**config.mk**
```make
export PLATFORM = sky130hd
export DESIGN_NAME = iop_port_bank
export DESIGN_NICKNAME = d
export VERILOG_FILES = /design/src/iop_port_bank_dummy_never.sv /design/src/iop_pkg.sv /design/src/iop_port_bank.sv
export SDC_FILE = /design/constraint.sdc
export NUM_CORES = 1
export LEC_CHECK = 0
export BUFFER_PORTS_ARGS = -buffer_cell sky130_fd_sc_hd__buf_4
export CAP_MARGIN = 40
export CORE_UTILIZATION = 31
export CTS_CLUSTER_SIZE = 30
export DETAILED_ROUTE_END_ITERATION = 8
export PLACE_DENSITY = 0.65
export SETUP_SLACK_MARGIN = 0.1
export SLEW_MARGIN = 40
export SYNTH_ARGS = -nofsm -noshare
export SYNTH_HDL_FRONTEND = slang
export SYNTH_SLANG_ARGS = --single-unit
```
**constraint.sdc**
```tcl
create_clock -name pclk -period 1.9 [get_ports pclk]
set_input_delay 0.19 -clock pclk [delete_from_list [all_inputs] [get_ports pclk]]
set_output_delay 0.19 -clock pclk [all_outputs]
set_load 0.02 [all_outputs]
```
**src/iop_port_bank_dummy_never.sv**
```systemverilog
`default_nettype none
`default_nettype wire

```
**src/iop_pkg.sv**
```systemverilog
`default_nettype none
package iop_pkg;

    localparam int NPORT = 9;
    localparam int ADDR_W = 12;

    // ------------------------------------------------------------
    // Register indices (byte address is four times the index)
    // ------------------------------------------------------------
    localparam logic [6:0] WIN_LAST = 7'h7F;
    localparam logic [6:0] IX_P1_DATA = 7'h01;
    localparam logic [6:0] IX_P1_DIR = 7'h04;
    localparam logic [6:0] IX_P2_DATA = 7'h06;
    localparam logic [6:0] IX_P2_FSEL = 7'h09;
    localparam logic [6:0] IX_P5_DATA = 7'h0D;
    localparam logic [6:0] IX_P5_DIR = 7'h10;
    localparam logic [6:0] IX_P5_FSEL = 7'h11;
    localparam logic [6:0] IX_P6_DATA = 7'h12;
    localparam logic [6:0] IX_P7_DATA = 7'h13;
    localparam logic [6:0] IX_P6_FSEL = 7'h15;
    localparam logic [6:0] IX_P7_DIR = 7'h16;
    localparam logic [6:0] IX_P7_FSEL = 7'h17;
    localparam logic [6:0] IX_P8_DATA = 7'h18;
    localparam logic [6:0] IX_P9_DATA = 7'h19;
    localparam logic [6:0] IX_P8_DIR = 7'h1A;
    localparam logic [6:0] IX_P8_FSEL = 7'h1B;
    localparam logic [6:0] IX_PA_DATA = 7'h1E;
    localparam logic [6:0] IX_PB_DATA = 7'h1F;
    localparam logic [6:0] IX_PA_DIR = 7'h2C;
    localparam logic [6:0] IX_PA_FSEL = 7'h2D;
    localparam logic [6:0] IX_PB_DIR = 7'h2E;
    localparam logic [6:0] IX_PB_FSEL = 7'h2F;
    localparam logic [6:0] IX_NONE = 7'h00;

    // ------------------------------------------------------------
    // Per-port tables, element order P1 P2 P5 P6 P7 P8 P9 PA PB
    // ------------------------------------------------------------
    localparam logic [0:8][6:0] DAT_IX = {IX_P1_DATA, IX_P2_DATA,
        IX_P5_DATA, IX_P6_DATA, IX_P7_DATA, IX_P8_DATA, IX_P9_DATA,
        IX_PA_DATA, IX_PB_DATA};
    localparam logic [0:8][6:0] DIR_IX = {IX_P1_DIR, IX_NONE, IX_P5_DIR,
        IX_NONE, IX_P7_DIR, IX_P8_DIR, IX_NONE, IX_PA_DIR, IX_PB_DIR};
    localparam logic [0:8][6:0] FS_IX = {IX_NONE, IX_P2_FSEL, IX_P5_FSEL,
        IX_P6_FSEL, IX_P7_FSEL, IX_P8_FSEL, IX_NONE, IX_PA_FSEL,
        IX_PB_FSEL};
    localparam logic [0:8][7:0] DAT_WMASK = {8'hFF, 8'hFF, 8'h3D, 8'h3F,
        8'hFF, 8'h3F, 8'h00, 8'h0F, 8'hFF};
    localparam logic [0:8][7:0] DAT_RMASK = {8'hFF, 8'hFF, 8'h3D, 8'h3F,
        8'hFF, 8'h3F, 8'h0F, 8'h0F, 8'hFF};
    localparam logic [0:8][7:0] DIR_MASK = {8'hFF, 8'h00, 8'h3C, 8'h00,
        8'hFF, 8'h3F, 8'h00, 8'h0F, 8'hFF};
    localparam logic [0:8][7:0] FS_MASK = {8'h00, 8'hFF, 8'h3C, 8'h3F,
        8'hFF, 8'h2D, 8'h00, 8'h0C, 8'h4C};
    localparam logic [0:8][7:0] PU_MASK = {8'h00, 8'h00, 8'h3C, 8'h00,
        8'hFF, 8'h3F, 8'h00, 8'h0F, 8'hFF};
    localparam logic [0:8][7:0] DAT_RST = {8'h00, 8'hFF, 8'h3D, 8'h3F,
        8'hFF, 8'h3F, 8'h00, 8'h0F, 8'hFF};
    localparam logic [0:8][7:0] DIR_RST = {8'h00, 8'hFF, 8'h00, 8'hFF,
        8'h00, 8'h00, 8'h00, 8'h00, 8'h00};
    localparam logic [0:8][7:0] FS_RST = {8'h00, 8'hFF, 8'h00, 8'h00,
        8'h00, 8'h00, 8'h00, 8'h00, 8'h00};
    localparam int P5_SLOT = 2;
    localparam int RDE_BIT = 0;

    typedef enum logic [1:0] {
        IOP_K_NONE = 2'b00,
        IOP_K_DATA = 2'b01,
        IOP_K_DIR = 2'b10,
        IOP_K_FSEL = 2'b11
    } iop_kind_e;

    typedef struct packed {
        iop_kind_e kind;
        logic [3:0] slot;
    } iop_sel_s;

    typedef struct packed {
        logic [7:0] dat;
        logic [7:0] dir;
        logic [7:0] fsel;
    } iop_port_s;

endpackage
`default_nettype wire

```
**src/iop_port_bank.sv**
```systemverilog
// The implementer's own choice: register access over APB.
`default_nettype none
module iop_port_bank
    import iop_pkg::*;
(
    // Clock and reset
    input wire logic pclk,
    input wire logic presetn,
    // APB slave
    input wire logic [ADDR_W-1:0] paddr,
    input wire logic psel,
    input wire logic penable,
    input wire logic pwrite,
    input wire logic [31:0] pwdata,
    output logic [31:0] prdata,
    output logic pready,
    output logic pslverr,
    // Port pins
    input wire logic [NPORT-1:0][7:0] pin_in,
    output logic [NPORT-1:0][7:0] pin_out,
    output logic [NPORT-1:0][7:0] pin_oe,
    output logic [NPORT-1:0][7:0] pullup_en,
    // Alternate peripheral and bus signals
    input wire logic [NPORT-1:0][7:0] alt_out,
    input wire logic [NPORT-1:0][7:0] alt_oe,
    // CPU read cycle and read strobe pin
    input wire logic cpu_rd,
    input wire logic cpu_rd_ext,
    output logic rd_strobe_n
);

    // ------------------------------------------------------------
    // Address decode
    // ------------------------------------------------------------
    function automatic iop_sel_s decode(input logic [6:0] ix);
        iop_sel_s s;
        s.kind = IOP_K_NONE;
        s.slot = 4'h0;
        for (int p = 0; p < NPORT; p++) begin
            if (ix == DAT_IX[p]) begin
                s.kind = IOP_K_DATA;
                s.slot = 4'(p);
            end else if (ix == DIR_IX[p] && ix != IX_NONE) begin
                s.kind = IOP_K_DIR;
                s.slot = 4'(p);
            end else if (ix == FS_IX[p] && ix != IX_NONE) begin
                s.kind = IOP_K_FSEL;
                s.slot = 4'(p);
            end
        end
        return s;
    endfunction

    // ------------------------------------------------------------
    // Pin synchronisers
    // ------------------------------------------------------------
    logic [NPORT-1:0][7:0] meta_ff;
    logic [NPORT-1:0][7:0] sync_ff;

    genvar g;
    generate
        for (g = 0; g < NPORT; g++) begin : g_sync
            always_ff @(posedge pclk or negedge presetn) begin
                if (!presetn) begin
                    meta_ff[g] <= 8'h00;
                    sync_ff[g] <= 8'h00;
                end else begin
                    meta_ff[g] <= pin_in[g];
                    sync_ff[g] <= meta_ff[g];
                end
            end
        end
    endgenerate

    // ------------------------------------------------------------
    // Register file and APB answer
    // ------------------------------------------------------------
    iop_port_s [NPORT-1:0] cfg_ff;
    iop_port_s [NPORT-1:0] nxt_cfg;
    logic [31:0] prdata_ff;
    logic [31:0] nxt_prdata;
    logic pready_ff;
    logic nxt_pready;
    logic pslverr_ff;
    logic nxt_pslverr;
    iop_sel_s sel;
    logic in_win;
    logic access;
    logic [7:0] rd_byte;
    logic [7:0] wbyte;

    always_comb begin
        nxt_cfg = cfg_ff;
        nxt_prdata = prdata_ff;
        nxt_pslverr = pslverr_ff;
        rd_byte = 8'h00;
        wbyte = pwdata[7:0];
        // Only indices 0..7F exist; anything above is not ours.
        in_win = (paddr[ADDR_W-1:9] == '0) && (paddr[1:0] == 2'b00)
            && (paddr[8:2] <= WIN_LAST);
        sel = decode(paddr[8:2]);
        access = psel && penable && pready_ff;
        // Answer one cycle into the access phase, never later.
        nxt_pready = psel && !penable;
        if (psel && !penable) begin
            nxt_pslverr = !in_win;
            if (in_win && !pwrite) begin
                if (sel.kind == IOP_K_DATA) begin
                    // Outputs read the latch, the strobe enable reads latch OR pin,
                    // inputs read the pin.
                    rd_byte = ((cfg_ff[sel.slot].dir
                        | (sel.slot == 4'(P5_SLOT) ? 8'h01 : 8'h00))
                        & cfg_ff[sel.slot].dat)
                        | (~cfg_ff[sel.slot].dir & sync_ff[sel.slot]);
                    rd_byte = rd_byte & DAT_RMASK[sel.slot];
                end else begin
                    // Direction and function selects never read back.
                    rd_byte = 8'h00;
                end
            end
            nxt_prdata = {24'h000000, rd_byte};
        end
        if (access && pwrite && in_win) begin
            if (sel.kind == IOP_K_DATA) begin
                // Port 9 has no writable bits, so a write is dropped.
                nxt_cfg[sel.slot].dat =
                    (cfg_ff[sel.slot].dat & ~DAT_WMASK[sel.slot])
                    | (wbyte & DAT_WMASK[sel.slot]);
            end else if (sel.kind == IOP_K_DIR) begin
                nxt_cfg[sel.slot].dir =
                    (cfg_ff[sel.slot].dir & ~DIR_MASK[sel.slot])
                    | (wbyte & DIR_MASK[sel.slot]);
            end else if (sel.kind == IOP_K_FSEL) begin
                nxt_cfg[sel.slot].fsel =
                    (cfg_ff[sel.slot].fsel & ~FS_MASK[sel.slot])
                    | (wbyte & FS_MASK[sel.slot]);
            end
        end
    end

    always_ff @(posedge pclk or negedge presetn) begin
        if (!presetn) begin
            for (int p = 0; p < NPORT; p++) begin
                cfg_ff[p].dat <= DAT_RST[p];
                cfg_ff[p].dir <= DIR_RST[p];
                cfg_ff[p].fsel <= FS_RST[p];
            end
            prdata_ff <= 32'h00000000;
            pready_ff <= 1'b0;
            pslverr_ff <= 1'b0;
        end else begin
            cfg_ff <= nxt_cfg;
            prdata_ff <= nxt_prdata;
            pready_ff <= nxt_pready;
            pslverr_ff <= nxt_pslverr;
        end
    end

    assign prdata = prdata_ff;
    assign pready = pready_ff;
    assign pslverr = pslverr_ff;

    // ------------------------------------------------------------
    // Pin drivers and pull-ups
    // ------------------------------------------------------------
    logic [NPORT-1:0][7:0] pout_ff;
    logic [NPORT-1:0][7:0] poe_ff;
    logic [NPORT-1:0][7:0] pup_ff;
    logic [NPORT-1:0][7:0] nxt_pout;
    logic [NPORT-1:0][7:0] nxt_poe;
    logic [NPORT-1:0][7:0] nxt_pup;

    always_comb begin
        for (int p = 0; p < NPORT; p++) begin
            // A selected alternate function owns both level and enable.
            nxt_pout[p] = (cfg_ff[p].fsel & alt_out[p])
                | (~cfg_ff[p].fsel & cfg_ff[p].dat);
            nxt_poe[p] = (cfg_ff[p].fsel & alt_oe[p])
                | (~cfg_ff[p].fsel & cfg_ff[p].dir);
            // The latch of an input bit switches its pull-up, so a
            // read-modify-write would copy pin levels into it.
            nxt_pup[p] = cfg_ff[p].dat & ~nxt_poe[p] & PU_MASK[p];
        end
    end

    always_ff @(posedge pclk or negedge presetn) begin
        if (!presetn) begin
            pout_ff <= '0;
            poe_ff <= '0;
            pup_ff <= '0;
        end else begin
            pout_ff <= nxt_pout;
            poe_ff <= nxt_poe;
            pup_ff <= nxt_pup;
        end
    end

    assign pin_out = pout_ff;
    assign pin_oe = poe_ff;
    assign pullup_en = pup_ff;

    // ------------------------------------------------------------
    // Read strobe
    // ------------------------------------------------------------
    logic rd_n_ff;
    logic nxt_rd_n;
    logic read_strobe_internal_enable;

    always_comb begin
        read_strobe_internal_enable = cfg_ff[P5_SLOT].dat[RDE_BIT];
        // Pseudo-static memory needs the strobe on internal reads too.
        if (!read_strobe_internal_enable) begin
            nxt_rd_n = !cpu_rd;
        end else begin
            nxt_rd_n = !(cpu_rd && cpu_rd_ext);
        end
    end

    always_ff @(posedge pclk or negedge presetn) begin
        if (!presetn) begin
            rd_n_ff <= 1'b1;
        end else begin
            rd_n_ff <= nxt_rd_n;
        end
    end

    assign rd_strobe_n = rd_n_ff;

endmodule
`default_nettype wire

```
==> results of run 1 <==
[Yosys cell counts (4+ instances only)]
master / n / area share
a2111oi_0: 4 / 0.0016
a21oi_1: 40 / 0.0094
a221o_1: 6 / 0.0028
a22o_1: 9 / 0.0037
a22oi_1: 6 / 0.0021
a31oi_1: 10 / 0.0029
and2_1: 6 / 0.0018
and3_1: 5 / 0.0015
buf_2: 23 / 0.0054
buf_4: 72 / 0.025
clkbuf_1: 54 / 0.0095
dfrtp_1: 471 / 0.55
dfstp_2: 70 / 0.086
inv_1: 43 / 0.0075
mux2_2: 184 / 0.097
mux2i_1: 44 / 0.021
nand2_1: 278 / 0.049
nand2b_1: 5 / 0.0015
nand3_1: 17 / 0.0040
nand4_1: 4 / 0.0012
nor2_1: 95 / 0.017
nor2b_1: 6 / 0.0018
nor3_1: 13 / 0.0030
o2111ai_1: 5 / 0.0020
o211ai_1: 6 / 0.0021
o21a_1: 7 / 0.0025
o21ai_0: 124 / 0.029
o21ai_1: 12 / 0.0028
o21bai_1: 5 / 0.0018
o221ai_1: 14 / 0.0057
o22ai_1: 13 / 0.0038
o2bb2ai_1: 5 / 0.0020
o31ai_1: 32 / 0.011
[worst paths after layout]
| check | startpoint | to | slack [ns] | depth (start not counted) |
|---|---|---|---|---|
| max | paddr[4] | prdata[2] | -0.43 | 15 |
| min | pwdata[5] | cfg_ff[21] | 0.05 | 3 |
| max reg2reg | pready | cfg_ff[28] | -0.22 | 9 |
| max in group asynchronous | presetn | cfg_ff[25] | 0.98 | 4 |
| min in group asynchronous | presetn | cfg_ff[203] | 0.08 | 2 |
| min reg2reg | meta_ff[70] | sync_ff[70] | 0.34 | 0 |
[where the power goes]
group | switching [mW] | internal (mW) | total, mW
Clock | 4.93 | 7.62 | 12.6
Combinational | 1.48 | 1.43 | 2.91
Sequential | 0.0484 | 11.7 | 11.7
[state kept, by name (all words and copies together) (netlist names)]
register / count
cfg_ff: 216
pin_oe: 72
pin_out: 72
meta_ff: 70
sync_ff: 70
pullup_en: 30
prdata: 8
pready: 1
pslverr: 1
rd_strobe_n: 1
[area by class of cell]
class / count / area share
sequential: 541 / 0.375
timing repair buffer: 1071 / 0.273
multi-input combinational: 1096 / 0.258
clock buffer: 77 / 0.0455
tap: 873 / 0.0301
clock inverter: 30 / 0.0133
inverter: 43 / 0.00451
antenna: 1 / 0.0000689
[what timing repair did]
item                                    CTS  global route
buffers inserted                         79            31
pin swaps                               115            73
gates resized for setup                 440           221
hold buffers                            224             0
endpoints found under the hold margin   588             0
endpoints found under the setup margin  205           205
gates cloned                              8             0
[metal layers]
metal / share of wire / routed length, um / up-vias
met5: 0.00039 / 36 / -
met4: 0.042 / 3860 / 6
met3: 0.070 / 6460 / 213
met2: 0.48 / 44500 / 865
met1: 0.40 / 37400 / 9467
li1: - / - / 8158
[cells by family after synthesis]
| logic type | after synthesis |
|---|---|
| AO/OA/AOI/OAI | 340 |
| adder cells (fa/ha/maj) | 3 |
| buffers and inverters | 193 |
| flip-flops | 541 |
| multiplexers | 228 |
| other | 1 |
| AND/OR/NAND/NOR | 455 |
[stage by stage]
step	setup TNS, ns	area, sq um	util	setup WS (ns)	std cells
2_1_floorplan	-113.09	22300	-	-0.867	1826
3_3_place_gp	-204.92	28300	0.417	-2.05	3292
3_5_place_dp	-202.75	28300	0.417	-1.42	3293
4_1_cts	-31.42	35200	0.519	-0.414	3708
5_1_grt	-54.49	36300	0.536	-0.472	3732
6_report	-41.66	36300	0.536	-0.426	3732
[worst register-to-register path: cells and delay by family, from the launching register on]
family	cells	cell delay, ns
simple gates	4	0.77
buf+inv	4	0.63
flops	1	0.39
mux	1	0.27
==> flow_summary.ini, run 1 <==
[status]
status = finished, violations left
violations = negative setup slack

[pwr]
leakage_nw = 17.0
power.total_mw = 27.2
pwr_density_cell_nw_per_um2 = 749
ir_drop_v = 0.000675

[grt]
grt.met3_usage = 0.0556
antenna_found_initial = 5
grt_use_total = 0.258
busiest_layer = met2
groute.layer.met2.usage = 0.427
grt_start_max_net_pins = 79
grt_pass1_wl_um = 132000
grt_pass1_vias = 19470
overflow = 0
use_met1 = 0.332

[routing]
wl_per_cell_um = 24.7
drc = 0
routed_wirelength_um = 92300
drt_iter0_markers = 1462
dr_total_vias = 18709
dr.pass1.iters = 8
vias_per_cell = 5.01
detail-route-antenna-nets = 0

[critical_path]
arrival_ns = 2.84
startpoint_type = primary input
end_kind = flip-flop
worstPathMaxFanout = 6
cp_num_buf_inv = 7
path_common_cell = buf_12
crit_chain = buf_12 > buf_6 > and4bb_2 > o21a_4 > nor4_4 > buf_12 > buf_12 > buf_6 > mux2i_1 > o2bb2ai_1 > a2111oi_2 > buf_4 > a2111oi_2 > buf_4 > a221o_1
max_stage_delay_ns = 0.33
worstSetupPathType = primary input to flip-flop
crit_family = buffers and inverters
slowest_stage = nor4_4
required_ns = 2.41

[timing]
worst_slack_ns = -0.426
layout_min_cycle_time_ns = 2.33
fmax_mhz = 430
finalClockSkew_ns = 0.0230
timing.final.crit_share = 1.22
drv_slew = 0
setup_violations = 197
rsz0062_at_grt = true
holdWs_ns = 0.0495
slew_headroom = 0.478
worstMarginPinSlew_ns = 0.780
report.final.hold_viol_count = 0

[clocking]
htree_levels = 2
clkSinkCount = 541
cts.reportedPaths.clkPinSlew_ns = 0.06
clock_latency_ns = 0.63
cts_tree = done
cts_buffers = 58
cts_buffer_depth = 3
cts_root_buf = clkbuf_16

[logic_synthesis]
syn_inst = 1761
synth-edff-count = 0
synth_simple_gate_area_frac = 0.0915
synth_xor_area_frac = 0
synth_compound_area_frac = 0.105
synth.avg_cell_area_sq_um = 12.2
synth-seq-area-share = 0.637
synthFlopType = dfrtp_1
synthAdderAreaFrac = 0.00175
synth_cell_types = 76
async_flop_share = 1.00
ys_warn_count = 0
synth_top_family_by_area = multiplexers
synth.cell_area_sq_um = 21400
synth_mux_area_frac = 0.117
ys_seq_elements = 541

[finish]
regArea_sq_um = 13600
synthToLayoutAreaGrowth_pct = 69.6
final_common_cell = buf_4
fillers = 5541
layout_common_cells = buf_4 (663), dfrtp_1 (471), dlygate4sd3_1 (224)
multi_input_area_sq_um = 9360
layout-drive-gt1-share = 0.542
layout.nets = 3081

[worst_hold_path]
hold_path_class = primary input to flip-flop

[placed_design]
hpwlAfterDp_um = 66700
gp_congestion = 0.987
numPortBuffers = 425

[floorplanning]
boundaryPins = 518
fp.dieW_um = 265
dieArea_sq_um = 70100
die_y_um = 265
coreArea_sq_um = 67800
initial_core_util = 0.316
core.rowCount = 95

[run]
max_cap_viol_count = 0
(Power assumes the default switching activity.)
==> run 2: changes to the inputs <==
--- a/config.mk
+++ b/config.mk
@@ -5,6 +5,7 @@
 export SDC_FILE = /design/constraint.sdc
 export NUM_CORES = 1
 export LEC_CHECK = 0
+export ABC_AREA = 1
 export BUFFER_PORTS_ARGS = -buffer_cell sky130_fd_sc_hd__buf_4
 export CAP_MARGIN = 40
 export CORE_UTILIZATION = 31
==> run 2 against run 1 <==
Compared with the run above:
- sequential share of layout area shrank 1.0 points
- largest cell class unchanged
- critical endpoint is now cfg_ff[91]
- the run still ends with negative setup slack left
- first-iteration DRC count up 36%
- power is 2.0% higher
- register-to-register slack better by 0.26 ns
- final cell count rose by 24%
==> flow_summary.ini, run 2 <==
[critical_path]
startpoint_type = primary input
required_ns = 2.51
worstPathMaxFanout = 5
crit_chain = buf_12 > nor2_4 > nand2_8 > nor2_4 > nand2_1 > nand2_1 > nor2_2 > o2111ai_2 > a221oi_2 > nand2_1 > nor2_4 > ha_4 > nor2_4 > nand4_1 > clkinv_4 > buf_6 > nand3_4 > buf_6 > nor3_4 > buf_6 > clkbuf_16 > nand3_2 > nand2_1
worstSetupPathType = primary input to flip-flop
arrival_ns = 2.70
end_kind = flip-flop
slowest_stage = nor3_4
max_stage_delay_ns = 0.23

[floorplanning]
initial_core_util = 0.313
dieArea_sq_um = 74600
fp.dieW_um = 273
boundaryPins = 518
die_y_um = 273
core.rowCount = 99
coreArea_sq_um = 72800

[routing]
drc = 0
dr.pass1.iters = 9
wl_per_cell_um = 22.2
drt_iter0_markers = 1984
routed_wirelength_um = 103000
dr_total_vias = 22476
vias_per_cell = 4.86
detail-route-antenna-nets = 0

[clocking]
clock_latency_ns = 0.67
cts_tree = done
htree_levels = 2
cts.reportedPaths.clkPinSlew_ns = 0.07
cts_buffer_depth = 3
cts_root_buf = clkbuf_16
clkSinkCount = 545
cts_buffers = 59

[pwr]
pwr_density_cell_nw_per_um2 = 737
ir_drop_v = 0.000818
power.total_mw = 27.7
leakage_nw = 18.4

[logic_synthesis]
ys_warn_count = 0
synth.cell_area_sq_um = 22800
synth.top_cell.area_share = 0.521
synthFlopType = dfrtp_1
yosys-top-cells-count = nand2_1 (845), dfrtp_1 (475), nand3_1 (226), inv_1 (210), o21ai_0 (191)
yosysMostFrequentCell = nand2_1
yosysTopAreaCell = dfrtp_1
ys_seq_elements = 545
synth.area.top_cells = dfrtp_1 (52%), nand2_1 (14%), dfstp_2 (8.1%)
syn_inst = 2550
async_flop_share = 1.00
synth_cell_types = 48
synth.avg_cell_area_sq_um = 8.94
synth-seq-area-share = 0.602
synth-edff-count = 0

[timing]
rsz0062_at_grt = true
fmax_mhz = 477
finalClockSkew_ns = 0.0404
layout_min_cycle_time_ns = 2.09
slew_headroom = 0.605
timing.final.crit_share = 1.10
worst_slack_ns = -0.195
drv_slew = 0
report.final.hold_viol_count = 0
setup-tns-final_ns = -9.50
setup_violations = 155
worstMarginPinSlew_ns = 0.591

[finish]
regArea_sq_um = 13700
layout-drive-gt1-share = 0.411
fillers = 6460
layout.nets = 3889
largest_reg_flops = 216
final_common_cell = nand2_1
regMostFlops = cfg_ff
layout_common_cells = nand2_1 (726), buf_4 (681), dfrtp_1 (475)
multi_input_area_sq_um = 9670
synthToLayoutAreaGrowth_pct = 64.9

[grt]
grt_pass1_wl_um = 144000
antenna_found_initial = 3
grt_pass1_vias = 22254
overflow = 0
grt_start_max_net_pins = 93
grt_use_total = 0.265

[status]
status = finished, violations left
violations = negative setup slack

[placed_design]
gp_congestion = 1.04
numPortBuffers = 427
hpwlAfterDp_um = 74400

[run]
max_cap_viol_count = 0

[worst_hold_path]
hold_path_class = primary input to flip-flop
[run 2: cell types whose count changed in the layout (fill, tap and decap cells not counted), moves of 21 or more]
cell	before	now
nand3_1	12	100
nand2_2	54	98
nand2_1	187	726
mux2_4	32	0
o21ai_0	45	144
mux2i_1	32	0
nor2_1	67	137
inv_1	42	173
inv_2	0	21
mux2_2	152	25
o21ai_2	53	30
nand3_2	0	118
nor2_4	14	41
[run 2: what timing repair did]
| item | in CTS | in global routing |
|---|---|---|
| setup endpoints to repair | 205 | 205 |
| cloned | 4 | 8 |
| hold buffers | 230 | 0 |
| resized for setup | 319 | 353 |
| setup buffers | 29 | 46 |
| pin swaps | 101 | 105 |
| endpoints found under the hold margin | 757 | 0 |
[run 2: stage by stage]
stage                     cell area (sq um)  hold WS [ns]  worst slack [ns]  std cells  utilization
final                                 37600        0.0355            -0.195       4629        0.516
after global routing                  37600        0.0669            -0.295       4628        0.516
after CTS                             35800        0.0240           -0.0657       4580        0.492
after detailed placement              30000        0.0411             -1.11       4208        0.411
after global placement                30000        0.0414             -1.10       4208        0.411
after floorplan                       23400        -0.106            -0.459       2615            -
[run 2: path summary, 6_finish.rpt]
path,from,end,slack [ns],depth (start not counted)
max in group asynchronous,presetn,meta_ff[14],0.84,3
min in group asynchronous,presetn,cfg_ff[104],0.15,3
max,paddr[8],cfg_ff[91],-0.19,23
max reg2reg,pready,cfg_ff[91],0.04,12
min reg2reg,meta_ff[50],sync_ff[50],0.34,0
min,paddr[2],cfg_ff[139],0.04,5
[run 2: critical path: cells and delay by family]
kind                     cells  cell delay [ns]
AND/OR/NAND/NOR             14             1.43
buffers and inverters        6             0.79
adder cells (fa/ha/maj)      1             0.17
AO/OA/AOI/OAI                2             0.12
[run 2: cells by family after synthesis]
group / synth area share
AO/OA/AOI/OAI: 0.0605
adder cells (fa/ha/maj): 0.00165
buffers and inverters: 0.0739
flip-flops: 0.602
multiplexers: 0.0123
other: 0.000164
AND/OR/NAND/NOR: 0.249
[run 2: report_power, final]
part	switching [mW]	total, mW	internal (mW)
sequential	0.0542	11.8	11.8
clock	5.20	12.4	7.22
combinational	1.93	3.47	1.54
[run 2: metal layers]
layer  vias to the layer above  GRT usage  share of wire
met4                         2      0.132          0.057
met1                     10819      0.332           0.38
met5                         -          0        0.00011
li1                      10124          -              -
met3                       324     0.0447          0.092
met2                      1207      0.439           0.47
[run 2: layout make-up]
type                       count  area share
sequential                   545       0.365
timing repair buffer        1075       0.262
multi-input combinational   1709       0.257
clock buffer                  77      0.0443
tap                          959      0.0319
inverter                     228      0.0269
clock inverter                33      0.0118
timing repair inverter         1    0.000299
antenna                        2    0.000133
